### src/hdl/mrs_pkg.sv
`default_nettype none
package mrs_pkg;

    // Register indices as printed; the byte address is four times the index.
    localparam logic [5:0] IDX_RETRAIN = 6'h08;
    localparam logic [5:0] IDX_RATE_SEQ = 6'h0c;
    localparam logic [5:0] IDX_TRAIN_DET = 6'h0e;
    localparam logic [5:0] IDX_RX_THRESH = 6'h13;
    localparam logic [5:0] IDX_CONFIG = 6'h20;
    localparam logic [5:0] IDX_CONTROL = 6'h21;
    localparam logic [5:0] IDX_STATUS = 6'h22;
    localparam logic [5:0] IDX_RATE_WORD = 6'h23;

    localparam logic [7:0] ADDR_RETRAIN = {IDX_RETRAIN, 2'h0};
    localparam logic [7:0] ADDR_RATE_SEQ = {IDX_RATE_SEQ, 2'h0};
    localparam logic [7:0] ADDR_TRAIN_DET = {IDX_TRAIN_DET, 2'h0};
    localparam logic [7:0] ADDR_RX_THRESH = {IDX_RX_THRESH, 2'h0};
    localparam logic [7:0] ADDR_CONFIG = {IDX_CONFIG, 2'h0};
    localparam logic [7:0] ADDR_CONTROL = {IDX_CONTROL, 2'h0};
    localparam logic [7:0] ADDR_STATUS = {IDX_STATUS, 2'h0};
    localparam logic [7:0] ADDR_RATE_WORD = {IDX_RATE_WORD, 2'h0};

    // Field positions.
    localparam int unsigned POS_RETRAIN = 1;
    localparam int unsigned POS_RATE_SEQ = 0;
    localparam int unsigned POS_TRAIN_DET = 7;
    localparam int unsigned POS_RX_THRESH = 2;
    localparam int unsigned POS_AUTO_RATE = 0;
    localparam int unsigned POS_NEW_CFG = 1;
    localparam int unsigned POS_SPEED = 0;
    localparam int unsigned POS_CTS = 4;
    localparam int unsigned POS_RLSD = 5;
    localparam int unsigned POS_ABORT = 8;

    // Values after reset.
    localparam logic [7:0] CONFIG_RESET = 8'h00;
    localparam logic [1:0] RX_THRESH_RESET = 2'h0;
    localparam logic [3:0] SPEED_RESET = 4'h0;
    localparam logic [7:0] ABORT_RESET = 8'h00;
    localparam logic [15:0] RATE_WORD_RESET = 16'h0000;

    // Codes loaded by the device after a retrain outcome.
    localparam logic [7:0] CONFIGURATION_CODE_CLEARDOWN_V34 = 8'h60;
    localparam logic [7:0] CONFIGURATION_CODE_CLEARDOWN_V32 = 8'h70;
    localparam logic [7:0] CONFIGURATION_CODE_FALLBACK_V22 = 8'h82;
    localparam logic [7:0] ABORT_NO_COMMON = 8'h96;

    // Operating mode reported by the data pump.
    localparam logic [2:0] MODE_IDLE = 3'h0;
    localparam logic [2:0] MODE_V34 = 3'h1;
    localparam logic [2:0] MODE_V32BIS = 3'h2;
    localparam logic [2:0] MODE_V32 = 3'h3;
    localparam logic [2:0] MODE_V22BIS = 3'h4;
    localparam logic [2:0] MODE_PCM56 = 3'h5;

    // Energy detector levels in negative dBm, indexed by threshold code.
    localparam logic [23:0] LEVEL_ON_TABLE = {6'd16, 6'd26, 6'd33, 6'd43};
    localparam logic [23:0] LEVEL_OFF_TABLE = {6'd21, 6'd31, 6'd38, 6'd48};

    typedef enum logic [1:0] {
        RT_IDLE,
        RT_START,
        RT_ACTIVE
    } mrs_rt_state_t;

    typedef struct packed {
        logic pready;
        logic pslverr;
        logic [31:0] prdata;
        logic retrain_req;
        logic rate_seq;
        logic train_det;
        logic [1:0] rx_thresh;
        logic [5:0] on_level;
        logic [5:0] off_level;
        logic [7:0] config_code;
        logic auto_rate;
        logic new_cfg;
        logic [3:0] speed;
        logic cts;
        logic rlsd;
        logic cleared_down;
        logic [7:0] abort_code;
        logic start;
        logic retraining;
        mrs_rt_state_t state;
    } mrs_state_t;

    typedef struct packed {
        logic [15:0] word;
        logic [15:0] rdata;
    } mrs_mem_t;

    // Modes in which a host retrain request may be honoured.
    function automatic logic retrain_mode_ok(input logic [2:0] mode);
        return (mode == MODE_V34) || (mode == MODE_V32BIS) || (mode == MODE_V32)
            || (mode == MODE_V22BIS) || (mode == MODE_PCM56);
    endfunction

    // Modes of the V.32 family that exchange a rate word.
    function automatic logic v32_family(input logic [2:0] mode);
        return (mode == MODE_V32BIS) || (mode == MODE_V32);
    endfunction

endpackage
`default_nettype wire

### src/hdl/mrs_rate_word_mem.sv
`default_nettype none
module mrs_rate_word_mem
    import mrs_pkg::*;
(
    // Clock and reset.
    input wire logic i_clock,
    input wire logic i_rst_n,
    // Write side.
    input wire logic i_write,
    input wire logic [15:0] i_wdata,
    // Read side.
    output logic [15:0] o_rdata
);

    mrs_mem_t s_q;
    mrs_mem_t s_d;

    // The read data is registered so that the bus sees a clean flop output.
    always_comb begin
        s_d = s_q;
        if (i_write) begin
            s_d.word = i_wdata;
        end
        s_d.rdata = s_q.word;
    end

    // State register.
    always_ff @(posedge i_clock) begin
        if (!i_rst_n) begin
            s_q <= '{word: RATE_WORD_RESET, rdata: RATE_WORD_RESET};
        end else begin
            s_q <= s_d;
        end
    end

    assign o_rdata = s_q.rdata;

endmodule
`default_nettype wire

### src/hdl/mrs_retrain_status.sv
`default_nettype none
// Operation
// [RULE1] Set rate flag when V.32 rate word stored.
// [RULE2] Rate flag stays set until host clears.
// [RULE3] Flag incoming training sequence in data modes.
// [RULE4] Flag mirrors answer-tone or S1 detector.
// [RULE5] Threshold code selects detector on/off levels.
// [RULE6] Host retrain request starts retrain in mode.
// [RULE7] Request bit clears when start is acknowledged.
// [RULE8] Host writes config first, request last.
// [RULE9] Host changes rate only, never modulation mode.
// [RULE10] Accepted retrain loads new configuration code.
// [RULE11] Clear-to-send low throughout a retrain.
// [RULE12] Speed bits refreshed when retrain ends.
// [RULE13] No common rate: drop RLSD or abort 96h.
// [RULE14] Cleardown loads config 60h or 70h. A V.22bis cleardown here leaves the config code unchanged.
// [RULE15] V.22 fallback loads config 82h.
// [RULE16] Request outside data modes is dropped.
module mrs_retrain_status
    import mrs_pkg::*;
(
    // Clock and reset.
    input wire logic i_clock,
    input wire logic i_rst_n,
    // APB slave.
    input wire logic i_psel,
    input wire logic i_penable,
    input wire logic i_pwrite,
    input wire logic [7:0] i_paddr,
    input wire logic [31:0] i_pwdata,
    output logic o_pready,
    output logic [31:0] o_prdata,
    output logic o_pslverr,
    // Data pump status.
    input wire logic [2:0] i_mode,
    input wire logic i_v32_answer,
    input wire logic i_rate_word_valid,
    input wire logic [15:0] i_rate_word,
    input wire logic i_training_seq_det,
    input wire logic i_answer_tone_det,
    input wire logic i_s1_det,
    input wire logic i_energy_detect,
    // Retrain outcome from the data pump.
    input wire logic i_retrain_done,
    input wire logic i_retrain_accepted,
    input wire logic [7:0] i_new_config,
    input wire logic [3:0] i_new_speed,
    input wire logic i_v22_fallback,
    // Data pump control.
    output logic o_retrain_start,
    output logic o_retraining,
    output logic o_cts,
    output logic o_rlsd,
    output logic [1:0] o_rx_threshold,
    output logic [5:0] o_on_level_dbm,
    output logic [5:0] o_off_level_dbm,
    output logic [7:0] o_abort_reason_code
);

    mrs_state_t s_q;
    mrs_state_t s_d;
    logic [15:0] rate_word_rd;
    logic bus_access;
    logic bus_write;
    logic retrain_end;
    logic req_write;

    // The access is taken on the edge where pready is already high.
    assign bus_access = i_psel && i_penable && s_q.pready;
    assign bus_write = bus_access && i_pwrite;
    assign req_write = bus_write && (i_paddr == ADDR_RETRAIN);
    assign retrain_end = (s_q.state == RT_ACTIVE) && i_retrain_done;

    // The captured rate word sits in its own storage and is read back over the bus.
    mrs_rate_word_mem u_rate_word (
        .i_clock(i_clock),
        .i_rst_n(i_rst_n),
        .i_write(i_rate_word_valid && v32_family(i_mode)), // [RULE1]
        .i_wdata(i_rate_word),
        .o_rdata(rate_word_rd)
    );

    // Next-state logic. Host writes are applied first, device events after,
    // so that a device update in the same cycle wins, except that a host write of the retrain request stands.
    always_comb begin
        s_d = s_q;
        s_d.start = 1'b0;

        // One wait state on every access keeps all bus outputs registered.
        s_d.pready = i_psel && i_penable && !s_q.pready;
        s_d.prdata = 32'h0000_0000;
        s_d.pslverr = 1'b0;
        if (i_psel && i_penable && !s_q.pready && !i_pwrite) begin
            unique case (i_paddr)
                ADDR_RETRAIN: s_d.prdata[POS_RETRAIN] = s_q.retrain_req;
                ADDR_RATE_SEQ: s_d.prdata[POS_RATE_SEQ] = s_q.rate_seq;
                ADDR_TRAIN_DET: s_d.prdata[POS_TRAIN_DET] = s_q.train_det;
                ADDR_RX_THRESH: s_d.prdata[POS_RX_THRESH +: 2] = s_q.rx_thresh;
                ADDR_CONFIG: s_d.prdata[7:0] = s_q.config_code;
                ADDR_CONTROL: begin
                    s_d.prdata[POS_AUTO_RATE] = s_q.auto_rate;
                    s_d.prdata[POS_NEW_CFG] = s_q.new_cfg;
                end
                ADDR_STATUS: begin
                    s_d.prdata[POS_SPEED +: 4] = s_q.speed;
                    s_d.prdata[POS_CTS] = s_q.cts;
                    s_d.prdata[POS_RLSD] = s_q.rlsd;
                    s_d.prdata[POS_ABORT +: 8] = s_q.abort_code;
                end
                ADDR_RATE_WORD: s_d.prdata[15:0] = rate_word_rd;
                default: s_d.pslverr = 1'b1;
            endcase
        end else if (i_psel && i_penable && !s_q.pready) begin
            unique case (i_paddr)
                ADDR_RETRAIN, ADDR_RATE_SEQ, ADDR_TRAIN_DET, ADDR_RX_THRESH,
                ADDR_CONFIG, ADDR_CONTROL, ADDR_STATUS, ADDR_RATE_WORD: begin
                    s_d.pslverr = 1'b0;
                end
                default: s_d.pslverr = 1'b1;
            endcase
        end

        // Register writes; read-only fields ignore the data.
        if (bus_write) begin
            unique case (i_paddr)
                ADDR_RETRAIN: s_d.retrain_req = i_pwdata[POS_RETRAIN];
                ADDR_RATE_SEQ: begin
                    if (!i_pwdata[POS_RATE_SEQ]) begin
                        s_d.rate_seq = 1'b0;
                    end
                end
                ADDR_RX_THRESH: s_d.rx_thresh = i_pwdata[POS_RX_THRESH +: 2];
                ADDR_CONFIG: s_d.config_code = i_pwdata[7:0];
                ADDR_CONTROL: begin
                    s_d.auto_rate = i_pwdata[POS_AUTO_RATE];
                    s_d.new_cfg = i_pwdata[POS_NEW_CFG];
                end
                ADDR_STATUS: s_d.speed = i_pwdata[POS_SPEED +: 4]; // [RULE12]
                default: s_d.pslverr = s_d.pslverr;
            endcase
        end

        // A stored rate word raises the sticky flag, even against a host clear.
        if (i_rate_word_valid && v32_family(i_mode)) begin
            s_d.rate_seq = 1'b1; // [RULE1] [RULE2]
        end

        // Training detector follows the detector that belongs to the mode.
        if (i_mode == MODE_V32 && i_v32_answer) begin
            s_d.train_det = i_answer_tone_det; // [RULE4]
        end else if (i_mode == MODE_V22BIS) begin
            s_d.train_det = i_s1_det; // [RULE4]
        end else if (retrain_mode_ok(i_mode)) begin
            s_d.train_det = i_training_seq_det; // [RULE3]
        end else begin
            s_d.train_det = 1'b0;
        end

        // Energy detector levels for the selected threshold code.
        s_d.on_level = LEVEL_ON_TABLE[6 * s_q.rx_thresh +: 6]; // [RULE5]
        s_d.off_level = LEVEL_OFF_TABLE[6 * s_q.rx_thresh +: 6]; // [RULE5]

        // Retrain sequencer. A request made during a retrain waits until it ends.
        // A host write in the acknowledge cycle stands as a new request.
        unique case (s_q.state)
            RT_IDLE: begin
                if (s_q.retrain_req && retrain_mode_ok(i_mode)) begin
                    s_d.start = 1'b1; // [RULE6]
                    s_d.retrain_req = req_write && i_pwdata[POS_RETRAIN]; // [RULE7]
                    s_d.state = RT_START;
                end else if (s_q.retrain_req) begin
                    s_d.retrain_req = req_write && i_pwdata[POS_RETRAIN]; // [RULE16]
                end
            end
            RT_START: begin
                s_d.state = RT_ACTIVE;
            end
            RT_ACTIVE: begin
                if (i_retrain_done) begin
                    s_d.state = RT_IDLE;
                    s_d.speed = i_new_speed; // [RULE12]
                    if (i_retrain_accepted) begin
                        s_d.config_code = i_new_config; // [RULE10]
                    end else if (i_mode == MODE_V34 || i_mode == MODE_PCM56) begin
                        s_d.abort_code = ABORT_NO_COMMON; // [RULE13]
                        s_d.config_code = CONFIGURATION_CODE_CLEARDOWN_V34; // [RULE14]
                        s_d.cleared_down = 1'b1;
                    end else if (v32_family(i_mode)) begin
                        s_d.config_code = CONFIGURATION_CODE_CLEARDOWN_V32; // [RULE14]
                        s_d.cleared_down = 1'b1; // [RULE13]
                    end else begin
                        s_d.cleared_down = 1'b1;
                    end
                end else if (!retrain_mode_ok(i_mode)) begin
                    s_d.state = RT_IDLE;
                end
            end
        endcase

        // The fallback code is loaded last so that it overrides every other configuration code.
        if (i_v22_fallback) begin
            s_d.config_code = CONFIGURATION_CODE_FALLBACK_V22; // [RULE15]
        end

        // A cleardown holds until the pump leaves the data mode.
        if (i_mode == MODE_IDLE) begin
            s_d.cleared_down = 1'b0;
        end
        s_d.rlsd = i_energy_detect && !s_d.cleared_down; // [RULE13]

        // Kept as a flop so that the status output needs no decode.
        s_d.retraining = (s_d.state != RT_IDLE); // [RULE6]

        // Clear-to-send is withheld while a retrain is starting or running.
        s_d.cts = retrain_mode_ok(i_mode) && (s_d.state == RT_IDLE)
            && !s_d.cleared_down; // [RULE11]
    end

    // State register.
    always_ff @(posedge i_clock) begin
        if (!i_rst_n) begin
            s_q <= '{
                pready: 1'b0,
                pslverr: 1'b0,
                prdata: 32'h0000_0000,
                retrain_req: 1'b0,
                rate_seq: 1'b0,
                train_det: 1'b0,
                rx_thresh: RX_THRESH_RESET,
                on_level: LEVEL_ON_TABLE[5:0],
                off_level: LEVEL_OFF_TABLE[5:0],
                config_code: CONFIG_RESET,
                auto_rate: 1'b0,
                new_cfg: 1'b0,
                speed: SPEED_RESET,
                cts: 1'b0,
                rlsd: 1'b0,
                cleared_down: 1'b0,
                abort_code: ABORT_RESET,
                start: 1'b0,
                retraining: 1'b0,
                state: RT_IDLE
            };
        end else begin
            s_q <= s_d;
        end
    end

    // Outputs straight from the state register.
    assign o_pready = s_q.pready;
    assign o_prdata = s_q.prdata;
    assign o_pslverr = s_q.pslverr;
    assign o_retrain_start = s_q.start;
    assign o_retraining = s_q.retraining;
    assign o_cts = s_q.cts;
    assign o_rlsd = s_q.rlsd;
    assign o_rx_threshold = s_q.rx_thresh;
    assign o_on_level_dbm = s_q.on_level;
    assign o_off_level_dbm = s_q.off_level;
    assign o_abort_reason_code = s_q.abort_code;
endmodule
`default_nettype wire

### config.mk
export PLATFORM = sky130hd
export DESIGN_NAME = mrs_retrain_status
export DESIGN_NICKNAME = d
export VERILOG_FILES = /design/src/hdl/mrs_pkg.sv /design/src/hdl/mrs_rate_word_mem.sv /design/src/hdl/mrs_retrain_status.sv
export SDC_FILE = /design/constraint.sdc
export NUM_CORES = 1
export LEC_CHECK = 0
export ABC_AREA = 1
export BUFFER_PORTS_ARGS = -buffer_cell sky130_fd_sc_hd__buf_2
export CAP_MARGIN = 20
export CELL_PAD_IN_SITES_DETAIL_PLACEMENT = 1
export CELL_PAD_IN_SITES_GLOBAL_PLACEMENT = 2
export CORE_ASPECT_RATIO = 1.2
export CORE_UTILIZATION = 28
export DETAILED_ROUTE_END_ITERATION = 8
export HOLD_SLACK_MARGIN = 0.03
export PLACE_DENSITY_LB_ADDON = 0.1
export SYNTH_ARGS = -nofsm -noshare
export SYNTH_HDL_FRONTEND = slang
export SYNTH_SLANG_ARGS = --single-unit
### constraint.sdc
create_clock -name i_clock -period 3 [get_ports i_clock]
set_input_delay 0 -clock i_clock [delete_from_list [all_inputs] [get_ports i_clock]]
set_output_delay 0 -clock i_clock [all_outputs]
set_load 0.01 [all_outputs]
# Word level (Yosys, flattened, before mapping)
# Index checks and enable logic that the tools add are counted.
[word_totals] out_inout_bits=60 elab_cells=124 regBits=105 input_bits=85
[classes] bitwise_logic=2 mux=43 shift=2 eq_ne=16 mul=1 reduce_logical=36
[ops] operator="2-to-1 mux 8 bit" n=8
[ops] operator="variable part select 24 x 6 -> 6 bit (first input constant)" n=2
[ops] operator="equality test 8 bit (second input constant)" n=4
[ops] operator="2-to-1 mux 9 bit" n=3
[ops] operator="equality test 8 x 6 -> 1 bit (second input constant)" n=3
[ops] operator="case mux 8 bit (2 select lines)" n=1
[ops] operator="2-to-1 mux 1 bit" n=15
[ops] operator="2-to-1 mux 14 bit" n=1
[ops] operator="logical AND 1 bit" n=13
[ops] operator="2-to-1 mux 4 bit" n=3
[ops] operator="case mux 2 bit (3 select lines)" n=2
[ops] operator="2-to-1 mux 2 bit" n=5
[ops] operator="case mux 1 bit (5 select lines)" n=2
[ops] operator="equality test 8 x 7 -> 1 bit (second input constant)" n=1
[ops] operator="case mux 2 bit (4 select lines)" n=1
[ops] operator="AND reduction 2 bit" n=4
[ops] operator="OR reduction 8 bit" n=1
[ops] operator="equality test 3 x 2 -> 1 bit (second input constant)" n=2
[ops] operator="equality test 3 bit (second input constant)" n=2
[ops] operator="logical OR 1 bit" n=6
[ops] operator="nonzero test 2 bit" n=3
[ops] operator="zero test 2 bit" n=2
[ops] operator="multiplier 2 x 2 -> 4 bit (first input constant)" n=1
[ops] operator="AND reduction 4 bit" n=1
[ops] operator="other kinds (11)" n=14

# Longest topological paths before layout
[depth] ltp_word=11 ltp_mapped=10

# By module
# A second synthesis with hierarchy kept.
[unflattened] hier_cells=584 area_unflattened_um2=4087.7
[modules_own_cells] mod="mrs_retrain_status" cells_each=434 seq_area_each_um2=1041.0 area_per_inst_um2=2975.4 instances=1
[modules_own_cells] mod="mrs_rate_word_mem" cells_each=150 seq_area_each_um2=640.6 area_per_inst_um2=1112.3 instances=1

# Worst setup path before layout
# No wires, ideal clock.
[synth_path] path_kind="register to register" from="reg s_q[1] in the netlist's numbering" to="reg s_q[26] in the netlist's numbering" setup_ps=109 required_ps=2891 stages_incl_launch_ff=8 arrival_ps=1267 setup_slack_ps=1623 path_cell_list="dfxtp_1 -> ha_1 -> nand2_1 -> buf_2 -> nor2_1 -> a21oi_1 -> nand2_1 -> inv_1"
[synth_between] elab_chain_cells=2
[synth_lines] element="start, declared" line="mrs_retrain_status.sv:60" rtl="mrs_state_t s_q;"
[synth_lines] element="start signal, assigned" line="mrs_retrain_status.sv:222" rtl="s_q <= '{"
[synth_lines] element="equality test 2 bit" line="mrs_retrain_status.sv:165" rtl="unique case (s_q.state)"
[synth_lines] element="2-to-1 mux 8 bit" line="mrs_retrain_status.sv:165"
# No other way between the ends.
# A chain may end at the register's enable or synchronous reset.

# Final worst setup path
[layout_path] from="reg s_q[0] in the netlist's numbering" to="reg s_q[21] in the netlist's numbering"
# Same word-level chain as after synthesis.

==> results.md <==
- Diodes inserted: 0
- Hold_buf cts: 44
- Comb pwr share: 8.1%
- Max stage delay cell, worst path: dlygate4sd3_1
- Mapped cell area: 4000 um2
- Leading area contributor after synthesis: dfxtp_1
- Slew Limit Fails: 0
- Part of the power in registers: 47.6%
- Number of enable flip-flop cells after synthesis: 0
- Hold Path Class: primary input to flip-flop
- Internal cell power: 1.81 mW
- Critical path cell sequence: inv_1 -> ha_1 -> nand2_1 -> inv_1 -> o21ai_1 -> nand3_1 -> a21oi_1 -> dlygate4sd3_1
- Initial DRC count: 127
- Yosys reg bits: 84
- Htree depth: 3
- Worst setup margin: 615 ps
- Failing checks: design-rule violations
- Crit end category: flip-flop
- Via count: about 3600
- Setup TNS: 0 ps
- Max Cap Violations: 0
- Die height: approximately 130 um
- Vias per inst: 4.34
- Top delay family on crit path: buffers and inverters
- I/O Pins: 145
- Syn. warnings: 0
- First-pass DRT Iterations: 8
- Gr usage total: 15.8%
- Fill cells: 1778
- Wirelength per Cell: 13.2 um
- Largest net degree at the start of global routing: 34
- Num CTS Buffers: 9
- Clock transition at path regs: 70 ps
- Clk sinks: 84
- Max frequency: 419 MHz
- CP peak stage delay: 560 ps
- Antenna Nets Post-Route: 0
- Cell mode on critical path: inv_1
- Count leader, synth: nand2_1
- Vias in the first global route: roughly 3800
- Clock share of power: 44.3%
- Post-CTS Setup Repair Bufs: 0
- Hpwl dp: approximately 8.3 mm
- Global-route wire length before repair: 18.3 mm
- Die area: 14800 um2
- PwrDens: 478 nW/um2
- Clk root buf: clkbuf_16
- NetSw: 0.588 mW
- Top cells by area, synth: dfxtp_1, nand2_1, buf_4
- Status: finished, violations left
- Top cell type's share of synthesized area: between 40% and 50%
- Initial antenna violation count: 0
- Buf/Inv on CP: 3
- DRC Markers: 22
- VDD IR max: 0.000204 V
- Clk_lat worst skew: 330 ps
- Pre-CTS setup slack: 1110 ps
- CP arrival: 2660 ps
- Clk_skew: 6.94 ps
- Gr ovfl total: 0
- Final Net Count: 740
- Clock Path Buffers: 2
- Mapped Cells: 545
- CTS tree: built
- Max Fanout on Critical Path: 12
- Class of the most critical setup path: flip-flop to flip-flop
- Area of the multi-input gates: 1620 um2
- Ys async rst share: 0%
- Fin crit share: 79.5%
- Yosys cell types: 32
- Top_reg_cell synth: dfxtp_1
- Fin crit period: 2380 ps
- Core area: 13900 um2
- Sw Ratio: 24.5%
- Rows: 47
- Final RePlAce weighted congestion: 0.783
- RSZ-0062 raised after global routing: false
- Resized cells post-CTS: 0
- Worst slew pin tran: 806 ps
- PortBufs: 99
- Mean Syn Cell Area: 7.34 um2
- Die X-Extent: 111 um
- Starting Density: 28.8%
- Area added between synthesis and finish: 25.5%
- Share of layout cells above drive strength 1: 22.7%
- Sequential area share after synthesis: about 42%
- Slew headroom: between 40 and 50%
- Synth cell count leaders: nand2_1, dfxtp_1, inv_1
- Final setup fails: 0
- Final Hold Viols: 0
- CP Launch Type: flip-flop
- CP Data Required Time: 3280 ps
- Drt total wl: 10.9 mm
- Leak Pwr: ~2.5 nW
- Combined flip-flop and latch cell area: between 1500 and 2000 um2
==> worst paths after layout <==
kind                                      startpoint  slack (ps)                       to  cells past startpoint
setup / recovery                   s_q[0]$_SDFF_PN0_         620       s_q[21]$_SDFF_PP0_                      8
hold / removal                     i_answer_tone_det          40       s_q[43]$_SDFF_PN0_                      3
setup reg to reg                   s_q[0]$_SDFF_PN0_         620       s_q[21]$_SDFF_PP0_                      8
hold reg to reg   u_rate_word.o_rdata[11]$_SDFF_PN0_         410  o_prdata[11]$_SDFF_PN0_                      2
==> worst min-delay path: cells and delay by family <==
| family | cells | cell delay [ps] |
|---|---|---|
| buf+inv | 1 | 110 |
| compound gates | 2 | 210 |
==> stage by stage <==
stage / instance area [um2] / utilization [%] / hold WS (ps) / power (mW) / std cells
final: 5020 / 36.2 / 37.6 / 2.40 / 827
after global routing: 5020 / 36.2 / 55.5 / 2.51 / 827
after CTS: 5020 / 36.2 / 38.7 / 2.44 / 827
after detailed placement: 4290 / 30.9 / 249 / 1.33 / 767
after global placement: 4290 / 30.9 / 257 / 1.32 / 767
after floorplan: 4080 / - / 123 / 1.27 / 565
==> power groups by stage <==
stage               sequential [mW]  combinational, mW  clock, mW
floorplan                      1.17              0.105          0
global placement               1.17              0.157          0
detailed placement             1.17              0.159          0
CTS                            1.14              0.197       1.10
global route                   1.14              0.220       1.14
finish                         1.14              0.194       1.06
==> sequential cells by signal (all words and copies together) (netlist names) <==
signal	cells
s_q	20
o_prdata	16
u_rate_word.o_rdata	16
u_rate_word.s_d	16
o_off_level_dbm	4
o_on_level_dbm	3
o_rx_threshold	2
o_abort_reason_code	1
o_cts	1
o_pready	1
o_pslverr	1
o_retrain_start	1
o_retraining	1
o_rlsd	1
==> metal layers <==
layer	global-route usage (%)	part of all wire, %
met5	0	0
met4	4.88	1.2
met3	2.89	3.9
met2	28.9	51
met1	18.5	44
==> placed cells by master (no fill, tap or decap), drive strengths merged <==
| cell | n |
|---|---|
| ha | 4 |
| nand3 | 57 |
| nand3b | 1 |
| nand2 | 141 |
| clkinvlp | 2 |
| clkinv | 2 |
| conb | 21 |
| buf | 100 |
| inv | 75 |
| nor2 | 48 |
| o21ai | 9 |
| a31oi | 1 |
| a32oi | 1 |
| or2 | 1 |
| a21oi | 39 |
| nor3 | 7 |
| nand4 | 9 |
| clkbuf | 10 |
| dlygate4sd3 | 44 |
| dfxtp | 84 |
==> cell type report <==
type | count | share of cell area, %
Clock buffer | 10 | 4.76
Clock inverter | 6 | 0.922
Inverter | 73 | 5.48
Multi-Input combinational cell | 339 | 32.3
Sequential cell | 84 | 33.5
Tap cell | 171 | 4.26
Timing Repair Buffer | 144 | 18.8
==> cell families after synthesis <==
group | synth area share (%)
adders and majority gates | 1.25
AOI/OAI and AO/OA | 6.38
DFF | 42.0
and+or+nand+nor | 30.9
buffers and inverters | 19.4
other | 0.0937
No activity file was read; power rests on OpenSTA's default activity.
